File: src/hw/mbc_consts.svh
// constants for the branch selector and checkout logic
`ifndef MBC_CONSTS_SVH
`define MBC_CONSTS_SVH
`define MBC_ADDR_CTRL 8'h00
`define MBC_ADDR_STAT 8'h04
`define MBC_ADDR_SENSE12 8'h08
`define MBC_ADDR_SENSE23 8'h0C
`define MBC_ADDR_IC 8'h10
`define MBC_ADDR_DREG 8'h14
`define MBC_CTRL_HALT_MODE 0
`define MBC_CTRL_HIGH_BANK 1
`define MBC_SENSE12_CHECKOUT_BIT 4
`define MBC_SENSE12_MULTI_BIT 7
`define MBC_UNIT_HW 8'hAA
`define MBC_UNIT_STAT 8'h00
`define MBC_ALL_ONES 8'hFF
`define MBC_ZERO8 8'h00
`define MBC_ADD_B 8'h01
`define MBC_BANK_LO_PAT 8'h5A
`define MBC_BANK_HI_PAT 8'hA5
`define MBC_TRAP_ADDR 12'h000
`define MBC_ENTRY_ADDR 12'h010
`define MBC_IC_STEP 12'h001
`define MBC_LAST_BIT 3'h7
`define MBC_BIT_STEP 3'h1
`define MBC_LS_OPERAND 4'h0
`define MBC_LS_BANK_TEST 4'h5
`endif

File: src/hw/mbc_pkg.sv
// types shared by the branch selector and checkout logic
package mbc_pkg;
    // one-hot checkout sequencer states
    typedef enum logic [12:0] {
        MBC_IDLE = 13'h0001,
        MBC_ENTRY = 13'h0002,
        MBC_DSET = 13'h0004,
        MBC_DCHK = 13'h0008,
        MBC_DCLR = 13'h0010,
        MBC_ADDER = 13'h0020,
        MBC_BANK_LO = 13'h0040,
        MBC_BANK_HI = 13'h0080,
        MBC_BANK_CHK = 13'h0100,
        MBC_BUS = 13'h0200,
        MBC_FLAGD = 13'h0400,
        MBC_ERR = 13'h0800,
        MBC_HALT = 13'h1000
    } mbc_state_e;
    // pin inputs that cross into the clk_sys domain
    typedef struct packed {
        logic [15:0] cond_n;     // branch condition lines, active low
        logic [7:0] bus_in;      // inbound tape unit bus, 1 = active
        logic busy_tach;         // busy or tachometer line, 1 = active
        logic ccs_switch;        // control check stop switch on
        logic [7:0] partner_xout; // first processor external out reg a
        logic trap_req;          // partner trap to address zero
    } mbc_pins_s;
    // local store write port
    typedef struct packed {
        logic we;
        logic high_bank;
        logic [3:0] addr;
        logic [7:0] data;
    } mbc_ls_wr_s;
endpackage

File: src/hw/mbc_branch_sel.sv
// branch condition selector: code field to one active-low line
`include "mbc_consts.svh"
module mbc_branch_sel
    import mbc_pkg::*;
(
    input wire logic [0:7] micro_word, // microinstruction register
    input wire logic [15:0] cond_n,    // synced condition lines
    output logic taken,                // selected line asserted
    output logic code_valid,           // code field is a defined one
    output logic multi_active          // two or more lines asserted
);
    logic [15:0] act;  // lines as active high
    logic [3:0] index; // line number from the code field
    // decode bits 3..7; bit 4 must be one
    // index 0..7 for bit3=0: data end/ok, gain, flag a, flag b, parity env,
    // fwd/back, record start/transfer, gap
    // index 8..15 for bit3=1: 6250, trk1 env, flag c, flag d, env loss,
    // tape mark cfg, busy/tach, interrupt
    always_comb begin
        act = ~cond_n;
        index = {micro_word[3], micro_word[5], micro_word[6], micro_word[7]};
        code_valid = micro_word[4];
        // taken only on a low level of the selected line
        taken = code_valid & act[index];
        // more than one bit set when clearing the lowest leaves any
        multi_active = |(act & (act - 16'h0001));
    end
endmodule

File: src/hw/mbc_local_store.sv
// local store: 32 registers of eight data bits plus parity
`include "mbc_consts.svh"
module mbc_local_store
    import mbc_pkg::*;
(
    input wire logic clk_sys,
    input mbc_ls_wr_s wr,           // write port
    input wire logic rd_high_bank,  // read from upper bank
    input wire logic [3:0] rd_addr, // register within bank
    output logic [7:0] rd_data,     // data bits
    output logic rd_par_ok          // stored parity is odd
);
    // 32 entries, numbered 0..31, data plus parity
    logic [8:0] mem [0:31];
    // no reset: contents are unknown after power on
    always_ff @(posedge clk_sys) begin
        if (wr.we) begin
            // bank bit selects upper half
            mem[{wr.high_bank, wr.addr}] <= {~^wr.data, wr.data};
        end
    end
    // asynchronous read of the addressed entry
    always_comb begin
        rd_data = mem[{rd_high_bank, rd_addr}][7:0];
        rd_par_ok = ^mem[{rd_high_bank, rd_addr}];
    end
endmodule

File: src/hw/mbc_top.sv
// second processor branch selection and checkout error logic
// Overview of operation
// - code is microinstruction bits 3..7, bit4 set
// - codes 01000-01011 select first four lines
// - codes 01100-01111 select next four lines
// - codes 11000-11011 select density, track, flags
// - codes 11100-11111 select loss, mark, busy, interrupt
// - sense12 bit7 when several lines active
// - sense12 bit4 on checkout hardware fault
// - halt on error if halt mode and switch
// - sense23 holds unit code aa or 00
// - all-ones out byte plus trap starts checkout
// - error raised by hardware error transfer step
// - that step advances instruction counter by one
// - local store not cleared before checkout
// - each data bit sets, clears, branch follows
// - carry out with nonzero result is error
// - bank test step always writes upper local store; high bank control bit is only read back
// - finish by raising flag d; never on fails
// - active tape bus or busy line errors
// - 32 local store entries, eight bits plus parity
//
// Added by the designer: strobed register access and the register offsets.
`include "mbc_consts.svh"
module mbc_top
    import mbc_pkg::*;
(
    input wire logic clk_sys,
    input wire logic srst,
    input wire logic [0:7] micro_word,
    input mbc_pins_s pins,
    input wire logic [7:0] reg_addr,
    input wire logic [31:0] reg_wdata,
    input wire logic reg_wr,
    input wire logic reg_rd,
    output logic [31:0] reg_rdata,
    output logic branch_taken,
    output logic status_flag_d,
    output logic halted,
    output logic hw_error,
    output logic [11:0] instr_counter
);
    ////////////////////////////////////////////////////////////////////////
    // pin synchronisers
    mbc_pins_s s1_reg, s2_reg, s3_reg;       // three stages per pin bit
    mbc_pins_s pin_q_reg, pin_q_next;        // accepted pin levels
    logic trap_d_reg;                        // previous accepted trap level
    // a change counts once the second and third stage agree
    genvar gi;
    generate
        for (gi = 0; gi < $bits(mbc_pins_s); gi = gi + 1) begin : g_sync
            always_comb begin
                pin_q_next[gi] = (s2_reg[gi] == s3_reg[gi]) ? s3_reg[gi] : pin_q_reg[gi];
            end
            always_ff @(posedge clk_sys) begin
                if (srst) begin
                    s1_reg[gi] <= 1'b1;
                    s2_reg[gi] <= 1'b1;
                    s3_reg[gi] <= 1'b1;
                    pin_q_reg[gi] <= 1'b1;
                end else begin
                    s1_reg[gi] <= pins[gi];
                    s2_reg[gi] <= s1_reg[gi];
                    s3_reg[gi] <= s2_reg[gi];
                    pin_q_reg[gi] <= pin_q_next[gi];
                end
            end
        end
    endgenerate
    ////////////////////////////////////////////////////////////////////////
    // branch selection
    logic sel_taken;   // selected line asserted
    logic sel_valid;   // defined code
    logic sel_multi;   // several lines asserted
    mbc_branch_sel u_sel (
        .micro_word(micro_word),
        .cond_n(pin_q_reg.cond_n),
        .taken(sel_taken),
        .code_valid(sel_valid),
        .multi_active(sel_multi)
    );
    ////////////////////////////////////////////////////////////////////////
    // local store
    mbc_ls_wr_s ls_wr;      // write port from sequencer
    logic ls_rd_high;       // read bank
    logic [3:0] ls_rd_addr; // read entry
    logic [7:0] ls_rd_data; // read data
    logic ls_par_ok;        // read parity good
    mbc_local_store u_ls (
        .clk_sys(clk_sys),
        .wr(ls_wr),
        .rd_high_bank(ls_rd_high),
        .rd_addr(ls_rd_addr),
        .rd_data(ls_rd_data),
        .rd_par_ok(ls_par_ok)
    );
    ////////////////////////////////////////////////////////////////////////
    // checkout sequencer state
    mbc_state_e state_reg, state_next;       // sequencer state
    logic [11:0] ic_reg, ic_next;            // instruction counter
    logic [7:0] dreg_reg, dreg_next;         // data register under test
    logic [2:0] bit_reg, bit_next;           // data bit under test
    logic flagd_reg, flagd_next;             // status flag d toward partner
    logic halt_reg, halt_next;               // halted at trap
    logic err_reg, err_next;                 // hardware error latch
    logic [7:0] unit_reg, unit_next;         // replaceable unit code
    logic ext_reg, ext_next;                 // extended sense present
    logic [7:0] fail_unit;                   // unit code of current failure
    logic fail;                              // failure in this step
    logic start;                             // trap with all-ones byte
    logic [8:0] sum;                         // adder result with carry
    logic [7:0] bit_mask;                    // one-hot data bit
    logic halt_mode_reg, high_bank_reg;      // control bits
    logic [7:0] sense12_reg, sense12_next;   // sense byte 12
    // partner trap edge with all-ones byte starts checkout
    always_comb begin
        start = pin_q_reg.trap_req & ~trap_d_reg & (pin_q_reg.partner_xout == `MBC_ALL_ONES);
        bit_mask = 8'h01 << bit_reg;
        // carry test: stored all-ones plus one
        sum = {1'b0, ls_rd_data} + {1'b0, `MBC_ADD_B};
    end
    // next-state and step logic
    always_comb begin
        state_next = state_reg;
        ic_next = ic_reg;
        dreg_next = dreg_reg;
        bit_next = bit_reg;
        flagd_next = flagd_reg;
        halt_next = halt_reg;
        err_next = err_reg;
        unit_next = unit_reg;
        ext_next = ext_reg;
        fail = 1'b0;
        fail_unit = `MBC_UNIT_HW;
        ls_wr = '0;
        ls_rd_high = 1'b0;
        ls_rd_addr = `MBC_LS_OPERAND;
        case (state_reg)
            MBC_IDLE: begin
                // wait for trap from partner
            end
            MBC_ENTRY: begin
                // unconditional branch from trap address to entry
                // operand written before any read
                ls_wr.we = 1'b1;
                ls_wr.addr = `MBC_LS_OPERAND;
                ls_wr.data = `MBC_ALL_ONES;
                ic_next = `MBC_ENTRY_ADDR;
                dreg_next = `MBC_ZERO8;
                bit_next = '0;
                state_next = MBC_DSET;
            end
            MBC_DSET: begin
                // set the bit under test
                dreg_next = dreg_reg | bit_mask;
                state_next = MBC_DCHK;
            end
            MBC_DCHK: begin
                // bit must read one, then clear it
                if (!(|(dreg_reg & bit_mask))) begin
                    fail = 1'b1;
                end
                dreg_next = dreg_reg & ~bit_mask;
                state_next = MBC_DCLR;
            end
            MBC_DCLR: begin
                // bit must read zero
                if (|(dreg_reg & bit_mask)) begin
                    fail = 1'b1;
                end else if (bit_reg == `MBC_LAST_BIT) begin
                    state_next = MBC_ADDER;
                end else begin
                    bit_next = bit_reg + `MBC_BIT_STEP;
                    state_next = MBC_DSET;
                end
            end
            MBC_ADDER: begin
                // carry must come with an all-zero result
                if (!sum[8] || (sum[7:0] != `MBC_ZERO8) || !ls_par_ok) begin
                    fail = 1'b1;
                end
                state_next = MBC_BANK_LO;
            end
            MBC_BANK_LO: begin
                // low bank pattern
                ls_wr.we = 1'b1;
                ls_wr.addr = `MBC_LS_BANK_TEST;
                ls_wr.data = `MBC_BANK_LO_PAT;
                state_next = MBC_BANK_HI;
            end
            MBC_BANK_HI: begin
                // same opcode in high mode lands in upper bank
                ls_wr.we = 1'b1;
                ls_wr.high_bank = 1'b1;
                ls_wr.addr = `MBC_LS_BANK_TEST;
                ls_wr.data = `MBC_BANK_HI_PAT;
                ls_rd_addr = `MBC_LS_BANK_TEST;
                if (ls_rd_data != `MBC_BANK_LO_PAT) begin
                    fail = 1'b1;
                end
                state_next = MBC_BANK_CHK;
            end
            MBC_BANK_CHK: begin
                // upper bank must hold its own pattern; low one was checked in the step before
                ls_rd_high = 1'b1;
                ls_rd_addr = `MBC_LS_BANK_TEST;
                if (ls_rd_data != `MBC_BANK_HI_PAT) begin
                    fail = 1'b1;
                end
                state_next = MBC_BUS;
            end
            MBC_BUS: begin
                // idle tape bus and busy line must be quiet
                if ((|pin_q_reg.bus_in) || pin_q_reg.busy_tach) begin
                    fail = 1'b1;
                end
                flagd_next = !fail; // no finish flag after a failed step
                state_next = MBC_FLAGD;
            end
            MBC_FLAGD: begin
                // finish by flag d; missing flag is a failure
                if (!flagd_reg) begin
                    fail = 1'b1;
                    fail_unit = `MBC_UNIT_STAT;
                end else begin
                    state_next = MBC_IDLE;
                end
            end
            MBC_ERR: begin
                // hardware error transfer step: counter plus one
                ic_next = ic_reg + `MBC_IC_STEP;
                err_next = 1'b1;
                // stop at trap only in halt mode with switch on
                if (halt_mode_reg && pin_q_reg.ccs_switch) begin
                    halt_next = 1'b1;
                    state_next = MBC_HALT;
                end else begin
                    state_next = MBC_IDLE;
                end
            end
            MBC_HALT: begin
                // held until a new trap
            end
            default: begin
                state_next = MBC_IDLE;
            end
        endcase
        // each passing checkout step advances the counter
        if (!(state_reg inside {MBC_IDLE, MBC_ENTRY, MBC_ERR, MBC_HALT})) begin
            ic_next = ic_reg + `MBC_IC_STEP;
        end
        // failing point executes the error transfer
        if (fail) begin
            ic_next = ic_reg;
            state_next = MBC_ERR;
            // unit code with extended sense
            unit_next = fail_unit;
            ext_next = 1'b1;
        end
        if (start) begin
            // trap to address zero restarts checkout
            state_next = MBC_ENTRY;
            ic_next = `MBC_TRAP_ADDR;
            flagd_next = 1'b0;
            halt_next = 1'b0;
            err_next = 1'b0;
        end
    end
    // sequencer registers
    always_ff @(posedge clk_sys) begin
        if (srst) begin
            state_reg <= MBC_IDLE;
            ic_reg <= `MBC_TRAP_ADDR;
            dreg_reg <= `MBC_ZERO8;
            bit_reg <= '0;
            flagd_reg <= 1'b0;
            halt_reg <= 1'b0;
            err_reg <= 1'b0;
            unit_reg <= `MBC_UNIT_STAT;
            ext_reg <= 1'b0;
            trap_d_reg <= 1'b1;
        end else begin
            state_reg <= state_next;
            ic_reg <= ic_next;
            dreg_reg <= dreg_next;
            bit_reg <= bit_next;
            flagd_reg <= flagd_next;
            halt_reg <= halt_next;
            err_reg <= err_next;
            unit_reg <= unit_next;
            ext_reg <= ext_next;
            trap_d_reg <= pin_q_reg.trap_req;
        end
    end
    ////////////////////////////////////////////////////////////////////////
    // register port
    logic halt_mode_next, high_bank_next;  // control bits next
    logic [31:0] rdata_reg, rdata_next;    // read data one cycle later
    logic taken_reg;                       // registered branch result
    // control write, sense write-one-to-clear, set wins over clear
    always_comb begin
        halt_mode_next = halt_mode_reg;
        high_bank_next = high_bank_reg;
        sense12_next = sense12_reg;
        if (reg_wr && (reg_addr == `MBC_ADDR_CTRL)) begin
            halt_mode_next = reg_wdata[`MBC_CTRL_HALT_MODE];
            high_bank_next = reg_wdata[`MBC_CTRL_HIGH_BANK];
        end
        if (reg_wr && (reg_addr == `MBC_ADDR_SENSE12)) begin
            sense12_next = sense12_reg & ~reg_wdata[7:0];
        end
        // several branch lines at once
        if (sel_multi) begin
            sense12_next[`MBC_SENSE12_MULTI_BIT] = 1'b1;
        end
        // checkout hardware fault
        if (fail) begin
            sense12_next[`MBC_SENSE12_CHECKOUT_BIT] = 1'b1;
        end
    end
    // read mux; unmapped reads return zero
    always_comb begin
        rdata_next = '0;
        if (reg_rd) begin
            case (reg_addr)
                `MBC_ADDR_CTRL: rdata_next = {30'h0, high_bank_reg, halt_mode_reg};
                `MBC_ADDR_STAT: rdata_next = {26'h0, sel_valid, ext_reg, flagd_reg, err_reg, halt_reg,
                    state_reg == MBC_IDLE};
                `MBC_ADDR_SENSE12: rdata_next = {24'h0, sense12_reg};
                // sense23 valid only with extended sense
                `MBC_ADDR_SENSE23: rdata_next = {24'h0, ext_reg ? unit_reg : `MBC_ZERO8};
                `MBC_ADDR_IC: rdata_next = {20'h0, ic_reg};
                `MBC_ADDR_DREG: rdata_next = {24'h0, dreg_reg};
                default: rdata_next = '0;
            endcase
        end
    end
    // register port flops
    always_ff @(posedge clk_sys) begin
        if (srst) begin
            halt_mode_reg <= 1'b0;
            high_bank_reg <= 1'b0;
            sense12_reg <= `MBC_ZERO8;
            rdata_reg <= '0;
            taken_reg <= 1'b0;
        end else begin
            halt_mode_reg <= halt_mode_next;
            high_bank_reg <= high_bank_next;
            sense12_reg <= sense12_next;
            rdata_reg <= rdata_next;
            // branch outcome for the current code
            taken_reg <= sel_taken;
        end
    end
    // outputs straight from flops
    always_comb begin
        reg_rdata = rdata_reg;
        branch_taken = taken_reg;
        status_flag_d = flagd_reg;
        halted = halt_reg;
        hw_error = err_reg;
        instr_counter = ic_reg;
    end
endmodule

File: config.mk
export PLATFORM = sky130hd
export DESIGN_NAME = mbc_top
export DESIGN_NICKNAME = d
export VERILOG_FILES = /design/src/hw/mbc_pkg.sv /design/src/hw/mbc_branch_sel.sv /design/src/hw/mbc_local_store.sv /design/src/hw/mbc_top.sv
export VERILOG_INCLUDE_DIRS = /design/src /design/src/hw
export SDC_FILE = /design/constraint.sdc
export NUM_CORES = 1
export LEC_CHECK = 0
export BUFFER_PORTS_ARGS = -buffer_cell sky130_fd_sc_hd__buf_2
export CORE_ASPECT_RATIO = 0.6
export CORE_MARGIN = 5
export CORE_UTILIZATION = 30
export DETAILED_ROUTE_END_ITERATION = 12
export GPL_TIMING_DRIVEN = 0
export HOLD_SLACK_MARGIN = 0.12
export MAX_ROUTING_LAYER = met4
export PLACE_DENSITY = 0.53
export RECOVER_POWER = 100
export SKIP_CTS_REPAIR_TIMING = 1
export SLEW_MARGIN = 20
export SYNTH_ARGS = -nofsm -noshare
export SYNTH_HDL_FRONTEND = slang
export SYNTH_SLANG_ARGS = --single-unit
File: constraint.sdc
create_clock -name clk_sys -period 2.59 [get_ports clk_sys]
set_clock_uncertainty 0.2 [all_clocks]
set_input_delay 0 -clock clk_sys [delete_from_list [all_inputs] [get_ports clk_sys]]
set_output_delay 0 -clock clk_sys [all_outputs]
set_load 0.005 [all_outputs]
# Yosys cells after proc, flatten, opt, wreduce, memory -nomap -nowiden
# Memories as Yosys holds them, arrays and structs flattened.
# Index checks and enable logic that the tools add are counted.
[classes]
shift = 1
reduce_logical = 33
order_cmp = 1
n_mux = 38
bitwise_logic = 15
addsub = 4
eq_ne = 67
[op_table]
columns = ["op", "count"]
rows = [
  ["case mux 13 bit (12 select lines)", 1],
  ["case mux 12 bit (6 select lines)", 1],
  ["two-way mux 13 bit", 3],
  ["== test 1 bit", 35],
  ["case mux 11 bit (3 select lines)", 1],
  ["two-way mux 8 bit", 4],
  ["bitwise AND 8 bit", 3],
  ["two-way mux 12 bit", 2],
  ["case mux 12 bit (2 select lines)", 1],
  ["case mux 8 bit (3 select lines)", 1],
  ["bitwise AND 16 bit", 1],
  ["== test 8 x 4 -> 1 bit (second input constant)", 2],
  ["== test 8 x 5 -> 1 bit (second input constant)", 2],
  ["two-way mux 1 bit", 16],
  ["NOT 16 bit", 1],
  ["NOT 8 bit", 2],
  ["OR reduction 16 bit", 1],
  ["OR reduction 8 bit", 2],
  ["subtractor 16 x 1 -> 16 bit (second input constant)", 1],
  ["== test 13 x 1 -> 1 bit (second input constant)", 1],
  ["== test 13 x 10 -> 1 bit (second input constant)", 1],
  ["== test 13 x 11 -> 1 bit (second input constant)", 1],
  ["== test 13 x 12 -> 1 bit (second input constant)", 1],
  ["== test 13 bit (second input constant)", 1],
  ["other kinds (46)", 74],
]
[word_totals]
memories = 1
register_bits = 232
mem_bits_rw = 288
input_bits = 87
out_inout_bits = 48
word_cells = 319
[mem_list]
columns = ["memory", "depth", "word_bits", "rd", "rd_ports_with_merged_regs", "wr", "line_no", "rtl"]
rows = [
  ["u_ls.mem", 32, 9, 1, 0, 1, "mbc_local_store.sv:14", "logic [8:0] mem [0:31];"],
]

# Logic depth before layout (Yosys ltp)
# Gate-level depths: netlist (run 1).
# An unclocked memory read counts as a cell.
[logic_depth]
ltp_word = 12
ltp_mapped = 11
depth_no_buf = 9

# Cells and area by module
# Synthesis (run 1) repeated with hierarchy kept, for this count alone.
[hier_totals]
hier_cells = 1351
hier_area_um2 = 19311.0
[modules_own_cells]
columns = ["module", "seq_area_each_um2", "n_inst", "cells_per_inst", "area_each_um2"]
rows = [
  ["mbc_local_store", 8648.3, 1, 524, 11444.7],
  ["mbc_top", 4103.9, 1, 793, 7551.0],
  ["mbc_branch_sel", 0.0, 1, 34, 315.3],
]

# Worst setup path before layout (run 1)
# OpenSTA, ideal clock, no wires.
[synth_path]
path_kind = "reg-to-reg"
start = "register state_reg[5]"
end = "register ic_reg[1], in the netlist instr_counter[1]"
n_path_buf = 1
slack_ns = -0.075
t_required_ns = 2.266
synth_period_minus_slack_ns = 2.665
path_stages_with_launch = 9
arrival_time_ns = 2.341
setup_ns = 0.124
cell_sequence = "dfxtp_1 or4_1 or4_1 or3_1 o211a_2 nand3_4 buf_8 mux2i_1 nor2_1"
[synth_via]
elab_chain_len = 12
word_cells_on_any_way = 34
[synth_rtl]
columns = ["item", "line_no", "rtl"]
rows = [
  ["start: declaration", "mbc_top.sv:99", "mbc_state_e state_reg, state_next;"],
  ["start signal: assignment", "mbc_top.sv:283", "state_reg <= state_next;"],
  ["== test 13 x 9 -> 1 bit / == test 13 x 8 -> 1 bit (equally long branches)", "mbc_top.sv:138", "case (state_reg)"],
  ["OR reduction 2 bit (no source line)", "--", ""],
  ["two-way mux 3 bit", "mbc_top.sv:138", ""],
  ["memory (32 x 9 bit)", "--", ""],
  ["adder 8 x 1 -> 9 bit", "mbc_top.sv:120", "sum = {1'b0, ls_rd_data} + {1'b0, `MBC_ADD_B};"],
  ["nonzero test 8 bit (no source line) / zero test 1 bit (equally long branches)", "--", ""],
  ["logical OR 1 bit (2 in a row)", "mbc_top.sv:179", "if (!sum[8] || (sum[7:0] != `MBC_ZERO8) || !ls_par_ok) begin"],
  ["two-way mux 1 bit", "mbc_top.sv:179", ""],
  ["case mux 1 bit (7 select lines)", "mbc_top.sv:138", ""],
  ["NOT 1 bit (no source line)", "--", ""],
  ["AND reduction 2 bit (no source line)", "--", ""],
  ["end signal: assignment", "mbc_top.sv:273", "ic_reg <= `MBC_TRAP_ADDR;"],
  ["end signal: assignment", "mbc_top.sv:284", "ic_reg <= ic_next;"],
  ["end: declaration", "mbc_top.sv:100", "logic [11:0] ic_reg, ic_next;"],
]
# Several ways; a longest one is shown, not always the timed one.
# A chain may end at the register's enable or synchronous reset.

# Worst setup path after layout (run 1)
[layout_path]
start = "register state_reg[4]"
end = "register ic_reg[1], in the netlist instr_counter[1]"
# Same word-level chain as after synthesis.

==> impl_metrics.ini, run 1 <==
[outcome]
outcome = finished with violations
failed_checks = negative setup slack

[die]
die_x_um = 219
core-area_um2 = 25600
rows = 45
die_height_um = 135
io_pins = 135
die_area_um2 = 29700
start_util_pct = 30.8

[sta]
slew_viol_final = 0
slew-limit-headroom_pct = 48.2
fin_ws_ns = -0.255
setup_violations = 34
finalCritPeriodShare_pct = 110
hold_viol_final = 0
worst_pin_slew_ns = 0.777
max_freq_mhz = 351
rsz0062_at_grt = true
hold_slack_ns = 0.119
min_period_ns = 2.85

[hold_path]
holdPathStages = 4
min_path_type = input port to register

[worst_setup_path]
endpoint_kind = register
crit_type = register to register
startpoint_type = register
crit_slowest_cell = or4_4
cpPeakStageDelay_ns = 0.58
crit_required_ns = 2.77
crit_chain = or4_4 -> or4_4 -> or3_4 -> o211a_4 -> nand3_4 -> buf_8 -> mux2i_1 -> nor2_1
reg2reg_depth = 8
cp_common_cell = or4_4
cp_max_fo = 6
arrival_ns = 3.03

[final_layout]
final_util_pct = 42.2
nets = 1146
drive_gt1_share_pct = 25.7
area_growth_syn_to_layout_pct = 36.9
antenna_cells = 0

[yosys]
synth.top_cells.by_count = dfxtp_1, or2_2, a21oi_1
netlist_top_cells_area = dfxtp_1, or2_2, a21oi_1, nor2_1, o21bai_1
synth.distinct_cells = 55
async_reset_ff_share_pct = 0
syn-instance-count = 808
postSynthAreaPerCell_um2 = 9.74
yosysSeqAreaShare_pct = 54.4
synth_edf_count = 6
synth_most_common_cell = dfxtp_1
synth-seq-cells = 211
synth_area_um2 = 7870
ys.flop_type = dfxtp_1
synth_top_area_share_pct = 52.1
post-synth-top-area-cell = dfxtp_1
yosysWarnings = 0

[route]
vias_per_cell = 4.46
first_pass_iters = 4
drt_drc_violations_left = 0
drt.antenna.violating_nets = 0
routed_wirelength_um = 20000
drt-wirelength-per-cell_um = 14.1
initialDrtViolationCount = 417
vias = 6330

[global_route]
grt_pass1_wl_um = 29700
grt_max_degree = 16
grt_pass1_vias = 5454
grt_overflow_total = 0
grt_antenna_before_repair = 0
grtUsageTotal_pct = 12.8

[clock_network]
root_buffer = clkbuf_16
cts.sinks = 211
cts.path.max_buffers = 3
clkTransAtPathRegs_ns = 0.07
cts_tree = built
clk_latency_ns = 0.52
numCtsBuffers = 22
cts_max_level = 1

[place]
post-place-ws_ns = -0.518
gp_congestion = 0.848
port_buffers = 85
post-dp-hpwl_um = 13600

[run]
maxCapViolations = 0

[power]
ir_drop_v = 0.000372
power.density_nw_per_um2 = 638
power.total_uw = 6880
p_leak_uw = 0.00425
[cell families after synthesis]
kind of cell,share of synthesized area (%)
AND/OR/NAND/NOR,23.3
XOR/XNOR,0.668
adder cells (fa/ha/maj),1.62
flip-flops,54.4
multiplexers,3.04
AO/OA/AOI/OAI,12.9
buffers and inverters,4.05
other,0.0476
[critical path: cells and delay by family (launching register included)]
family | cells | cell delay [ns]
and+or+nand+nor | 5 | 1.66
DFF | 1 | 0.36
muxes | 1 | 0.19
AOI/OAI and AO/OA | 1 | 0.17
buffers and inverters | 1 | 0.14
[final timing paths]
check / end / start / slack [ns]
worst max-delay path: instr_counter[1] / state_reg[4] / -0.26
worst min-delay path: halt_mode_reg / reg_wdata[0] / 0.12
worst max register to register: instr_counter[1] / state_reg[4] / -0.26
worst min register to register: s2_reg[28] / s1_reg[28] / 0.21
[routing by layer]
metal	global-route usage [%]	up-vias	share of wire [%]
met2	16.8	120	41
met3	2.93	20	4.7
met5	-	-	0
met1	19.8	2940	53
met4	2.41	0	1.1
li1	-	3250	-
[area by class of cell]
| type | instances | area (µm²) |
|---|---|---|
| multi-input cells | 555 | 3410 |
| fillers | 2534 | 14800 |
| repair buffers | 201 | 1560 |
| well taps | 352 | 440 |
| plain buffers | 47 | 267 |
| flip-flops and latches | 211 | 4300 |
| clock inverters | 9 | 124 |
| clock buffers | 31 | 614 |
| inverters | 14 | 52.6 |
[stage by stage]
step | instances | setup TNS, ns | cell area [µm²]
floorplan | 827 | -0.0531 | 7950
global placement | 1264 | -10.98 | 8820
detailed placement | 1264 | -10.54 | 8820
CTS | 1304 | -11.32 | 9560
global route | 1420 | -8.48 | 10800
finish | 1420 | -5.41 | 10800
[cells in the final DEF, fill, tap and decap left out, drive strengths merged, types with 4 or more instances in the layout]
master       synthesis  final
mux4                 6      6
maj3                 4      4
nor2                75     75
conb                 1     20
a22oi                4      4
clkbuf              27     77
or4b                 4      4
edfxtp               6      6
or3                 12     12
nor4                 4      4
and3                 6      6
and4                 6      6
dfxtp              205    205
nand2b              11     11
nand3               18     19
dlygate4sd3          0    110
nand2               41     41
and2                 6      6
or2                108    108
buf                 21     92
clkinv               1      7
a21oi               86     86
o21bai              37     37
a31oi                7      7
inv                 13     13
or4                  5      5
o21ai               24     24
nor3                 9      9
mux2i                7      7
nor2b                4      4
nand3b               4      4
nand4                9      9
ha                   7      7
[report_power, final]
part | internal [µW] | switching (µW)
registers | 3320 | 28.7
logic | 216 | 132
clock network | 1880 | 1300
total | 5410 | 1470
No activity file was read; power rests on OpenSTA's default activity.
==> run 2: changes to the inputs <==
- PLACE_DENSITY: 0.53 -> 0.51
- REMOVE_ABC_BUFFERS: default -> 1
- clock period: 2.59 -> 3.1 ns (I/O delays scaled with it)
==> run 2 against run 1 <==
- the run now ends clean
- hold slack worse by 0.045 ns
- clock power down 12%
- critical path depth down 1
- routed wire length down 6.2%
- global-route usage down 0.95 points
- clock-buffer cell count down 5
- die area unchanged
- utilization down 0.80 points
- sequential cell count unchanged
- critical endpoint is now state_reg[5]
- largest power group unchanged
==> impl_metrics.ini, run 2 (same netlist as run 1, synthesis figures left out) <==
[route]
vias = 6081
routed_wirelength_um = 18800
drt_drc_violations_left = 0
initialDrtViolationCount = 351
vias_per_cell = 4.40
drt-wirelength-per-cell_um = 13.6
drt.antenna.violating_nets = 0
first_pass_iters = 4

[clock_network]
root_buffer = clkbuf_16
cts_max_level = 1
numCtsBuffers = 21
cts.sinks = 211
clk_latency_ns = 0.51
cts_tree = built
cts.path.max_buffers = 3
clkTransAtPathRegs_ns = 0.07

[final_layout]
drive_gt1_share_pct = 23.5
mostFrequentLayoutCells = dfxtp_1, dlygate4sd3_1, or2_2
fin_area_um2 = 10600
final_common_cell = dfxtp_1
nets = 1109
area_growth_syn_to_layout_pct = 34.3

[sta]
max_freq_mhz = 334
finalCritPeriodShare_pct = 96.7
setup_violations = 0
worst_pin_slew_ns = 1.38
slew-limit-headroom_pct = 8.01
hold_viol_final = 0
slew_viol_final = 0
min_period_ns = 3.00
rsz0062_at_grt = false

[global_route]
met2_usage_pct = 16.8
grt_pass1_vias = 5128
grtUsageTotal_pct = 11.8
busiest_layer = met1
grt_antenna_before_repair = 1
grt_overflow_total = 0
grt_pass1_wl_um = 27600
grtUsageMet3_pct = 2.93
grt_max_degree = 96
grtUsageMet1_pct = 17.0

[power]
ir_drop_v = 0.000310
power.total_uw = 5860
power.density_nw_per_um2 = 554
p_leak_uw = 0.00415

[worst_setup_path]
cpPeakStageDelay_ns = 0.62
cp_common_cell = or4_4
reg2reg_depth = 7
crit_required_ns = 3.29
crit_chain = or4_4 -> or4_4 -> or3_1 -> o21ai_0 -> and4bb_2 -> nand2_2 -> nor4b_1
crit_slowest_cell = or4_4
startpoint_type = register
cp_max_fo = 11
endpoint_kind = register
crit_type = register to register
arrival_ns = 3.19

[die]
die_height_um = 135
rows = 45
core-area_um2 = 25600
io_pins = 135
die_x_um = 219
start_util_pct = 30.8
die_area_um2 = 29700

[place]
placed_area_um2 = 8590
post-dp-hpwl_um = 12300
gp_congestion = 0.847
port_buffers = 87

[run]
maxCapViolations = 0

[hold_path]
holdPathStages = 8
min_path_type = input port to register

[outcome]
outcome = complete, no violations
run 2: cell types whose count changed in the layout (fill, tap and decap cells not counted), moves of 6 or more:
| cell | before | now |
|---|---|---|
| buf_2 | 65 | 71 |
| dfxtp_1 | 197 | 204 |
| clkbuf_1 | 50 | 15 |
| buf_4 | 25 | 0 |
| dlygate4sd3_1 | 110 | 125 |
run 2: path summary, 6_finish.rpt:
kind	from	slack (ns)	endpoint
max	state_reg[8]	0.10	state_reg[5]
min reg2reg	s1_reg[5]	0.20	s2_reg[5]
max reg2reg	state_reg[8]	0.10	state_reg[5]
min	reg_addr[5]	0.07	reg_rdata[6]
run 2: final cells by class:
| type | count | area [µm²] |
|---|---|---|
| diodes | 1 | 2.50 |
| clock buffers | 26 | 594 |
| clock inverters | 12 | 168 |
| fillers | 2539 | 15000 |
| inverters | 14 | 52.6 |
| multi-input cells | 554 | 3350 |
| flip-flops and latches | 211 | 4290 |
| well taps | 352 | 440 |
| repair buffers | 213 | 1680 |
run 2: where the power goes:
part	internal [µW]	leakage [µW]	switching, µW
clock	1700	0.000380	1100
sequential	2780	0.00174	22.0
combinational	169	0.00203	95.1
run 2: metrics by stage:
step	TNS [ns]	instances	setup slack, ns	hold slack, ns	utilization (%)
2_1_floorplan	0	779	0.294	-0.131	-
3_3_place_gp	-0.399	1218	-0.0571	-0.0246	33.5
3_5_place_dp	-0.414	1219	-0.0657	-0.0255	33.6
4_1_cts	-0.613	1257	-0.0844	-0.573	36.6
5_1_grt	0	1382	0.0105	0.142	41.4
6_report	0	1383	0.103	0.0740	41.4
run 2: critical path: cells and delay by family (launching register included):
kind	cells	cell delay [ns]
AOI/OAI and AO/OA	1	0.08
DFF	1	0.37
and+or+nand+nor	6	2.21
run 2: routing by layer:
layer	part of all wire, %	wire [µm]	vias to the layer above
met5	0	0	-
met4	1.9	350	0
met3	4.2	785	24
met2	45	8470	104
met1	49	9190	2783
li1	-	-	3170
